<file path="src/pkg/rotsleep_regs.vh">
// Opcode fields, status bit positions and reset values for the rotate/sleep executor.
// Assumes a 14-bit instruction word and an 8-bit data path.
`ifndef ROTSLEEP_REGS_VH
`define ROTSLEEP_REGS_VH

`define OP_HI_MSB        13
`define OP_HI_LSB        8
`define OP_ROT_RIGHT     6'h0c
`define OP_ROT_LEFT      6'h0d
`define DEST_BIT         7
`define FADDR_MSB        6
`define SLEEP_WORD       14'h0063

`define ST_CARRY         0
`define ST_POWERDOWN_N   3
`define ST_TIMEOUT_N     4
`define STATUS_RST       8'h18

`define WATCHDOG_WIDTH   8
`define PRESC_WIDTH      8
`define WATCHDOG_RST     8'h00
`define PRESC_RST        8'h00

`define SEL_REG_SPACE    16'h0000
`define SEL_WREG         16'h0001
`define SEL_STATUS       16'h0002
`define SEL_WATCHDOG     16'h0003
`define SEL_FLAGS        16'h0004
`define SEL_FILE_BASE    16'h0080

`endif
</file>
<file path="src/hw/file_ram.v">
// Data memory of 128 bytes with one write port and a registered read port.
// Assumes a single clock; read data appear one cycle after the address.
`timescale 1ns/1ps
module file_ram (
    clk,
    we,
    waddr,
    wdata,
    raddr,
    rdata
);
    input  wire       clk;
    input  wire       we;
    input  wire [6:0] waddr;
    input  wire [7:0] wdata;
    input  wire [6:0] raddr;
    output reg  [7:0] rdata;

    reg [7:0] mem [0:127];

    always @(posedge clk) begin
        if (we) begin
            mem[waddr] <= wdata;
        end
        rdata <= mem[raddr];
    end
endmodule // file_ram

</file>
<file path="src/hw/rotate_and_sleep_exec.v">
// Executes rotate-through-carry and power-down instructions of an 8-bit core.
// Assumes the fetch logic holds instr stable while instr_valid is high, and that
// wake_up comes from an always-running source while the core clock gate is off.
//
// Summary of operation
// - Right rotate: carry into top, bit0 out
// - Destination bit picks working or file register
// - Left rotate: carry into bit0, bit7 out
// - Sleep clears watchdog, prescaler, powerdown_flag_n; sets timeout_flag_n
`timescale 1ns/1ps
`include "rotsleep_regs.vh"
module rotate_and_sleep_exec (
    clk,
    rst,
    instr,
    instr_valid,
    wake_up,
    instr_ready,
    fetch_halt,
    osc_stop,
    reg_addr,
    reg_wdata,
    reg_wr,
    reg_rd,
    reg_rdata
);
    input  wire        clk;
    input  wire        rst;
    input  wire [13:0] instr;
    input  wire        instr_valid;
    input  wire        wake_up;
    output wire        instr_ready;
    output reg         fetch_halt;
    output reg         osc_stop;
    input  wire [15:0] reg_addr;
    input  wire [7:0]  reg_wdata;
    input  wire        reg_wr;
    input  wire        reg_rd;
    output reg  [7:0]  reg_rdata;

    localparam ST_RUN   = 2'd0;
    localparam ST_FETCH = 2'd1;
    localparam ST_SLEEP = 2'd2;

    // ------------------------------------------------------------
    // State
    // ------------------------------------------------------------
    reg [1:0]             state_r;
    reg [1:0]             state_nxt;
    reg [7:0]             wreg_r;
    reg [7:0]             status_r;
    reg [`WATCHDOG_WIDTH-1:0] watchdog_counter_r;
    reg [`PRESC_WIDTH-1:0] presc_r;
    reg                   rd_file_r;
    reg [7:0]             rd_mux_r;

    // ------------------------------------------------------------
    // Instruction decode
    // ------------------------------------------------------------
    wire [5:0] op_hi            = instr[`OP_HI_MSB:`OP_HI_LSB];
    wire       dest             = instr[`DEST_BIT];
    wire [6:0] faddr            = instr[`FADDR_MSB:0];
    wire       is_rot_right     = (op_hi == `OP_ROT_RIGHT);
    wire       is_rot_left      = (op_hi == `OP_ROT_LEFT);
    wire       is_sleep         = (instr == `SLEEP_WORD);
    wire       carry            = status_r[`ST_CARRY];
    wire       timeout_flag_n   = status_r[`ST_TIMEOUT_N];
    wire       powerdown_flag_n = status_r[`ST_POWERDOWN_N];

    // Rotates need the operand read first, so they take a fetch beat
    // before the one-cycle execute; sleep executes at once.
    wire exec_rot   = (state_r == ST_FETCH);
    wire exec_sleep = (state_r == ST_RUN) && instr_valid && is_sleep;
    assign instr_ready = exec_rot || exec_sleep ||
                         ((state_r == ST_RUN) && instr_valid && !is_rot_right && !is_rot_left);

    // ------------------------------------------------------------
    // Data memory
    // ------------------------------------------------------------
    wire [7:0] file_q;
    reg        ram_we;
    reg  [6:0] ram_waddr;
    reg  [7:0] ram_wdata;
    // Full-width compare; the file window is 128 bytes aligned
    wire       bus_file = ((reg_addr & 16'hff80) == `SEL_FILE_BASE);
    wire [6:0] ram_raddr = (state_r == ST_RUN && instr_valid) ? faddr : reg_addr[6:0];

    file_ram u_ram (
        .clk   (clk),
        .we    (ram_we),
        .waddr (ram_waddr),
        .wdata (ram_wdata),
        .raddr (ram_raddr),
        .rdata (file_q)
    );

    // ------------------------------------------------------------
    // Rotate datapath
    // ------------------------------------------------------------
    reg [7:0] rot_res;
    reg       rot_c;
    always @* begin
        rot_res = file_q;
        rot_c   = carry;
        if (is_rot_right) begin
            rot_res = {carry, file_q[7:1]};
            rot_c   = file_q[0];
        end else if (is_rot_left) begin
            rot_res = {file_q[6:0], carry};
            rot_c   = file_q[7];
        end
    end

    always @* begin
        ram_we    = 1'b0;
        ram_waddr = reg_addr[6:0];
        ram_wdata = reg_wdata;
        if (exec_rot && dest) begin
            ram_we    = 1'b1;
            ram_waddr = faddr;
            ram_wdata = rot_res;
        end else if (reg_wr && bus_file) begin
            ram_we = 1'b1;
        end
    end

    // ------------------------------------------------------------
    // Sequencer
    // ------------------------------------------------------------
    always @* begin
        state_nxt = state_r;
        case (state_r)
            ST_RUN: begin
                if (exec_sleep)
                    state_nxt = ST_SLEEP;
                else if (instr_valid && (is_rot_right || is_rot_left))
                    state_nxt = ST_FETCH;
            end
            ST_FETCH: state_nxt = ST_RUN;
            ST_SLEEP: begin
                if (wake_up)
                    state_nxt = ST_RUN;
            end
            default:  state_nxt = ST_RUN;
        endcase
    end

    always @(posedge clk) begin
        if (rst) begin
            state_r    <= ST_RUN;
            fetch_halt <= 1'b0;
            osc_stop   <= 1'b0;
        end else begin
            state_r    <= state_nxt;
            fetch_halt <= (state_nxt == ST_SLEEP);
            osc_stop   <= (state_nxt == ST_SLEEP);
        end
    end

    // ------------------------------------------------------------
    // Watchdog count
    // ------------------------------------------------------------
    // Free-running prescaler; no time-out action is built here,
    // the count is only seen through the register port.
    always @(posedge clk) begin
        if (rst) begin
            watchdog_counter_r <= `WATCHDOG_RST;
            presc_r            <= `PRESC_RST;
        end else if (exec_sleep) begin
            watchdog_counter_r <= `WATCHDOG_RST;
            presc_r            <= `PRESC_RST;
        end else begin
            presc_r <= presc_r + 8'h01;
            if (presc_r == 8'hff)
                watchdog_counter_r <= watchdog_counter_r + 8'h01;
        end
    end

    // ------------------------------------------------------------
    // Working and status registers
    // ------------------------------------------------------------
    always @(posedge clk) begin
        if (rst) begin
            wreg_r   <= 8'h00;
            status_r <= `STATUS_RST;
        end else begin
            if (reg_wr && reg_addr == `SEL_WREG)
                wreg_r <= reg_wdata;
            if (reg_wr && reg_addr == `SEL_STATUS)
                status_r <= reg_wdata;
            // Instruction effects land after bus writes so they win
            if (exec_rot) begin
                status_r[`ST_CARRY] <= rot_c;
                if (!dest)
                    wreg_r <= rot_res;
            end
            if (exec_sleep) begin
                status_r[`ST_TIMEOUT_N]   <= 1'b1;
                status_r[`ST_POWERDOWN_N] <= 1'b0;
            end
        end
    end

    // ------------------------------------------------------------
    // Register read port
    // ------------------------------------------------------------
    always @(posedge clk) begin
        if (rst) begin
            rd_file_r <= 1'b0;
            rd_mux_r  <= 8'h00;
        end else begin
            rd_file_r <= reg_rd && bus_file;
            case (reg_addr)
                `SEL_WREG:     rd_mux_r <= wreg_r;
                `SEL_STATUS:   rd_mux_r <= status_r;
                `SEL_WATCHDOG: rd_mux_r <= watchdog_counter_r;
                `SEL_FLAGS:    rd_mux_r <= {5'h00, timeout_flag_n, powerdown_flag_n, fetch_halt};
                default:       rd_mux_r <= 8'h00;
            endcase
        end
    end

    always @* begin
        reg_rdata = rd_file_r ? file_q : rd_mux_r;
    end
endmodule // rotate_and_sleep_exec

</file>
<file path="config.mk">
export PLATFORM = sky130hd
export DESIGN_NAME = rotate_and_sleep_exec
export DESIGN_NICKNAME = d
export VERILOG_FILES = /design/src/hw/file_ram.v /design/src/hw/rotate_and_sleep_exec.v
export VERILOG_INCLUDE_DIRS = /design/src /design/src/pkg
export SDC_FILE = /design/constraint.sdc
export NUM_CORES = 1
export LEC_CHECK = 0
export ABC_AREA = 0
export BUFFER_PORTS_ARGS = -buffer_cell sky130_fd_sc_hd__buf_2
export CORE_MARGIN = 4
export CORE_UTILIZATION = 30
export CTS_CLUSTER_DIAMETER = 40
export CTS_CLUSTER_SIZE = 12
export DETAILED_ROUTE_END_ITERATION = 8
export GPL_TIMING_DRIVEN = 0
export PLACE_DENSITY = 0.43
export SYNTH_ARGS = -nofsm -noshare
export SYNTH_HDL_FRONTEND = slang
export SYNTH_SLANG_ARGS = --single-unit
</file>
<file path="constraint.sdc">
create_clock -name clk -period 9.05 [get_ports clk]
set_clock_uncertainty 0.2 [all_clocks]
set_input_delay 1.3575 -clock clk [delete_from_list [all_inputs] [get_ports clk]]
set_output_delay 1.3575 -clock clk [all_outputs]
set_load 0.01 [all_outputs]
</file>
* Word level (Yosys, flattened, before mapping)
Memories as Yosys holds them, arrays and structs flattened. A register that Yosys moved wholly into a read port is not among the register bits.
Cells that the tools add are included.
** Operators by class
- Muxes and demuxes :: 23
- Equality and inequality tests :: 13
- Reduce and logical (&&, ||, !) cells :: 20
- Add/subtract/negate cells :: 2
** Operators with widths (count)
- two-way mux 8 bit :: 7
- == test 16 x 2 -> 1 bit, second input constant :: 2
- one-hot mux 8 bit (4 select lines) :: 1
- adder 8 x 1 -> 8 bit, second input constant :: 2
- == test 16 x 1 -> 1 bit, second input constant :: 1
- == test 16 x 3 -> 1 bit, second input constant :: 1
- == test 14 x 7 -> 1 bit, second input constant :: 1
- two-way mux 7 bit :: 2
- == test 6 x 4 -> 1 bit, second input constant :: 2
- logical AND 1 bit :: 10
- == test 9 x 1 -> 1 bit, second input constant :: 1
- == test 8 bit, second input constant :: 1
- two-way mux 1 bit :: 8
- two-way mux 2 bit :: 3
- == test 2 bit, second input constant :: 2
- two-way mux 4 bit :: 1
- one-hot mux 2 bit (2 select lines) :: 1
- nonzero test 2 bit :: 2
- logical OR 1 bit :: 3
- inequality test 3 bit, second input constant :: 1
- == test 2 x 1 -> 1 bit, second input constant :: 1
- zero test 1 bit :: 2
- zero test 2 bit :: 1
- AND reduction 2 bit :: 1
- OR reduction 2 bit :: 1
** Storage, ports and cells
- Output and inout port bits :: 11
- Bits in registers :: 44
- Word-level logic and storage cells :: 70
- Memories kept :: 1
- Input port bits :: 44
- Bits in writable memories :: 1024
** Memory list
- u_ram.mem :: words 128, width 8, read ports 1, clocked after Yosys merged registers in 1, wr ports 1, line file_ram.v:19 : reg [7:0] mem [0:127];

* Longest topological paths before layout
- Depth in word-level cells :: 7
- Depth in mapped cells :: 13
- Mapped depth without buffers :: 8

* Hierarchy
Synthesis repeated with hierarchy kept, for this count alone.
** Unflattened totals
- Cell total of the unflattened synthesis :: 1969
- Area, all modules :: 42489.5 um^2
** By module, submodules not included
- file_ram :: cells each 1635, area an instance 39665.5 um^2, times used 1
- rotate_and_sleep_exec :: cells each 334, area an instance 2824.0 um^2, times used 1

* Least setup slack after synthesis
OpenSTA, ideal clock, no wires.
- Path kind :: input port to flip-flop
- Start point :: input port instr[13]
- End point :: memory u_ram.mem[0][6] (data pin)
- Required time :: 7.652 ns
- Arrival :: 7.478 ns
- Path buffers :: 1
- Slack :: 0.175 ns
- Cell stages on the path :: 6
- Cell sequence :: nor4_1 -> clkbuf_1 -> mux2i_1 -> nor2_1 -> a21oi_1 -> o21ai_0
** On the way
- Cells in the longest elaborated chain, start to end :: 4
** Ends and longest elaborated chain
- from (decl) :: line rotate_and_sleep_exec.v:29 : input wire [13:0] instr;
- == test 6 x 4 -> 1 bit (no line)
- two-way mux 8 bit :: line rotate_and_sleep_exec.v:108 : end else if (is_rot_left) begin
- two-way mux 8 bit * :: line rotate_and_sleep_exec.v:105 : if (is_rot_right) begin
- two-way mux 8 bit * :: line rotate_and_sleep_exec.v:118 : if (exec_rot && dest) begin
- via ram_wdata[6] :: line rotate_and_sleep_exec.v:83 : reg [7:0] ram_wdata;
- to (decl) :: line file_ram.v:19
The timed path passes the listed nets; every way through them passes the cells marked *.

* Worst setup path in the final report
- Start point :: input port reg_addr[1]
- End point :: memory u_ram.mem[26][2], enable pin
** On the way
- Cells in the longest elaborated chain, start to end :: 1
** Ends and longest elaborated chain
- from (decl) :: line rotate_and_sleep_exec.v:35 : input wire [15:0] reg_addr;
- two-way mux 7 bit :: line rotate_and_sleep_exec.v:118
Every way passes these cells.

==> flow_metrics.env <==
export IMPL_outcome="finished with violations"
export IMPL_violations="capacitance limit, slew limit"
export IMPL_antenna_found_initial=8
export IMPL_gr_total_overflow=0
export IMPL_multi_input_comb_area_um2=11100
export IMPL_start_util_pct=30.35
export IMPL_post_route_min_period_ps=6057
export IMPL_fmax_mhz=165.1
export IMPL_design_core_area_um2=144200
export IMPL_via_per_inst=5.273
export IMPL_worstMarginPinSlew_ps=1506
export IMPL_numClockSinks=1076
export IMPL_netlist_instances=2907
export IMPL_tns_ps=0
export IMPL_die_width_um=389.9
export IMPL_hold_start="presc_r[0]"
export IMPL_critPathMaxStageDelay_ps=1000
export IMPL_worstPathArrival_ps=6230
export IMPL_worstPathMaxFanout=10
export IMPL_clk_latency_ps=760
export IMPL_endpoint_kind="flop"
export IMPL_maxCapViolations=2
export IMPL_io_pins=55
export IMPL_hold_viol_final=0
export IMPL_hpwl_mm=112.1
export IMPL_ir_drop_mv=0.1288
export IMPL_cpMaxStageDelayCell="nor2_1"
export IMPL_grt_pass1_wl_mm=212.9
export IMPL_reg2regPathDepth=9
export IMPL_final_cell_mix="1024 x edfxtp_1, 398 x nand2_1, 370 x mux2i_1"
export IMPL_syn_area_um2=43760
export IMPL_p_leak_nw=18.01
export IMPL_cts_buffers=155
export IMPL_clk_pin_slew_ps=50
export IMPL_yosysTopAreaCell="edfxtp_1"
export IMPL_drive_gt1_share_pct=15.36
export IMPL_regArea_um2=31790
export IMPL_hold_ws_ps=269.6
export IMPL_cts_resized=0
export IMPL_ctsHoldBuffers=0
export IMPL_cts_tree="built"
export IMPL_critPathKind="in -> reg"
export IMPL_cts_buffer_depth=3
export IMPL_gp_congestion=0.9529
export IMPL_root_buffer="clkbuf_16"
export IMPL_syn_to_final_growth_pct=20.23
export IMPL_yosysWarnings=0
export IMPL_slew_viol_final=21
export IMPL_die_h_um=389.9
export IMPL_cp_common_cell="clkbuf_1"
export IMPL_synth_edff_count=1024
export IMPL_dr_first_iter_drc_count=2868
export IMPL_numPortBuffers=47
export IMPL_r2r_end="u_ram.rdata[6]"
export IMPL_r2r_start="state_r[1]"
export IMPL_drt_first_pass_iters=6
export IMPL_reg2reg_slack_ps=3590
export IMPL_synth_area_leaders="edfxtp_1 70%, mux2i_1 8.5%, nand2_1 3.4%"
export IMPL_routed_wl_mm=154.6
export IMPL_synth_ff_type="edfxtp_1"
export IMPL_yosys_area_top_type_share_pct=70.27
export IMPL_finalNonFillerCells=5187
export IMPL_finalSetupViolations=0
export IMPL_die_area_um2=152000
export IMPL_htreeDepth=4
export IMPL_hp_class="reg -> reg"
export IMPL_synth_seq_area_share_pct=72.65
export IMPL_async_flop_share_pct=0
export IMPL_cts_setup_buffers=0
export IMPL_final_common_cell="edfxtp_1"
export IMPL_p_per_area_nw_per_um2=239.4
export IMPL_grt_max_degree=44
export IMPL_drcViolationCount=0
export IMPL_relSlewSlack_pct=-3.272
export IMPL_wire_per_inst_um=29.81
export IMPL_min_period_over_period_pct=66.92
export IMPL_cp_start_kind="input pin"
export IMPL_hold_depth=1
export IMPL_grt_pass1_vias=27190
export IMPL_yosys_cell_types_count=60
export IMPL_place_inst=4896
export IMPL_postRouteAntennaNets=0
export IMPL_grt_setup_unrepaired="false"
export IMPL_hold_end="presc_r[0]"
export IMPL_crit_chain="buf_2 -> clkbuf_1 -> clkbuf_1 -> nor2b_1 -> nand2_1 -> o21ai_0 -> nand3_1 -> clkbuf_1 -> nor2_1"
export IMPL_syn_nets=2953
export IMPL_synth_seq_cells=1076
export IMPL_fillers=13660
export IMPL_grt_use_total_pct=20.00
export IMPL_num_rows=139
export IMPL_dr_total_vias=27350
export IMPL_syn_mean_instance_area_um2=15.05
export IMPL_cp_required_ps=9230
export IMPL_fin_nets=3197
cells in the mapped netlist, types with 6 or more instances:
cell type	instances
buf_6	9
a221oi_1	6
o22ai_1	36
a21oi_1	66
o41ai_1	7
mux2_2	26
buf_4	13
and4_1	10
nand2b_1	15
dfxtp_1	52
a32oi_1	30
a2111oi_0	17
o21ai_0	27
clkbuf_1	83
a22oi_1	30
edfxtp_1	1024
buf_2	49
nor4_1	14
xor2_1	8
a31oi_1	25
a211oi_1	77
nand4_1	7
nor2b_1	6
a311oi_1	22
nand2_1	398
buf_1	15
o221ai_1	30
nor2_1	192
mux4_2	28
mux2i_1	371
nand3_1	121
inv_1	34
flip-flops by register name, indices dropped and copies added (netlist names):
| register | cells |
|---|---|
| watchdog_counter_r | 8 |
| rd_mux_r | 8 |
| u_ram.mem | 1024 |
| state_r | 2 |
| presc_r | 8 |
| rd_file_r | 1 |
| wreg_r | 8 |
| u_ram.rdata | 8 |
| status_r | 8 |
| osc_stop | 1 |
where the power goes:
group	leakage, nW	switching, mW	internal, mW
registers	9.62	0.0172	5.46
logic	5.80	0.666	0.258
clock network	2.58	2.36	3.83
critical path: cells and delay by family:
| kind | cells | cell delay [ps] |
|---|---|---|
| buffers and inverters | 4 | 2420 |
| and+or+nand+nor | 4 | 2070 |
| AOI/OAI and AO/OA | 1 | 340 |
final cells by class:
cell class	count	area share (%)
flip-flops and latches	1076	60.42
multi-input cells	1624	21.10
clock buffers	165	7.686
well taps	1903	4.525
clock inverters	122	2.473
repair buffers	87	1.845
plain buffers	173	1.696
inverters	34	0.2426
diodes	3	0.01427
metrics by stage:
step                setup slack (ps)  power (mW)  util, %  instance area [µm²]
global route                    2992       12.96    36.49                52610
floorplan                      174.8       6.057        -                43760
CTS                             3221       12.69    36.48                52600
global placement               -9926       6.512    32.17                46380
finish                          2993       12.59    36.49                52620
detailed placement              2416       6.497    32.77                47250
cell families (layout without fill, tap and decap cells):
| logic type | Yosys count | count (layout) | synth area share [%] |
|---|---|---|---|
| AO/OA/AOI/OAI | 396 | 396 | 6.433 |
| XOR/XNOR | 13 | 13 | 0.2602 |
| adder cells (fa/ha/maj) | 2 | 2 | 0.05717 |
| buffers and inverters | 207 | 581 | 2.330 |
| flip-flops | 1076 | 1076 | 72.65 |
| multiplexers | 426 | 426 | 10.63 |
| other | 0 | 3 | 0 |
| AND/OR/NAND/NOR | 787 | 787 | 7.645 |
metal layers:
metal,vias to the layer above,GRT usage [%],share of wire [%]
met3,274,4.076,7.7
met1,14070,26.94,42
met2,1211,31.44,46
met5,-,0,0.025
li1,11790,-,-
met4,6,8.534,4.0
how the worst max path moves through the flow:
stage / startpoint / end / slack [ps] / cells past startpoint
2_1_floorplan: instr[13] / u_ram.mem[0][6] / 170 / 6
3_3_place_gp: instr[13] / u_ram.mem[36][2] / -9930 / 7
3_5_place_dp: reg_addr[1] / u_ram.mem[26][1] / 2420 / 9
4_1_cts: reg_addr[1] / u_ram.mem[26][2] / 3220 / 9
5_1_grt: reg_addr[1] / u_ram.mem[26][2] / 2990 / 9
6_report: reg_addr[1] / u_ram.mem[26][2] / 2990 / 9
Note: power is estimated with default switching activity, not from simulation.
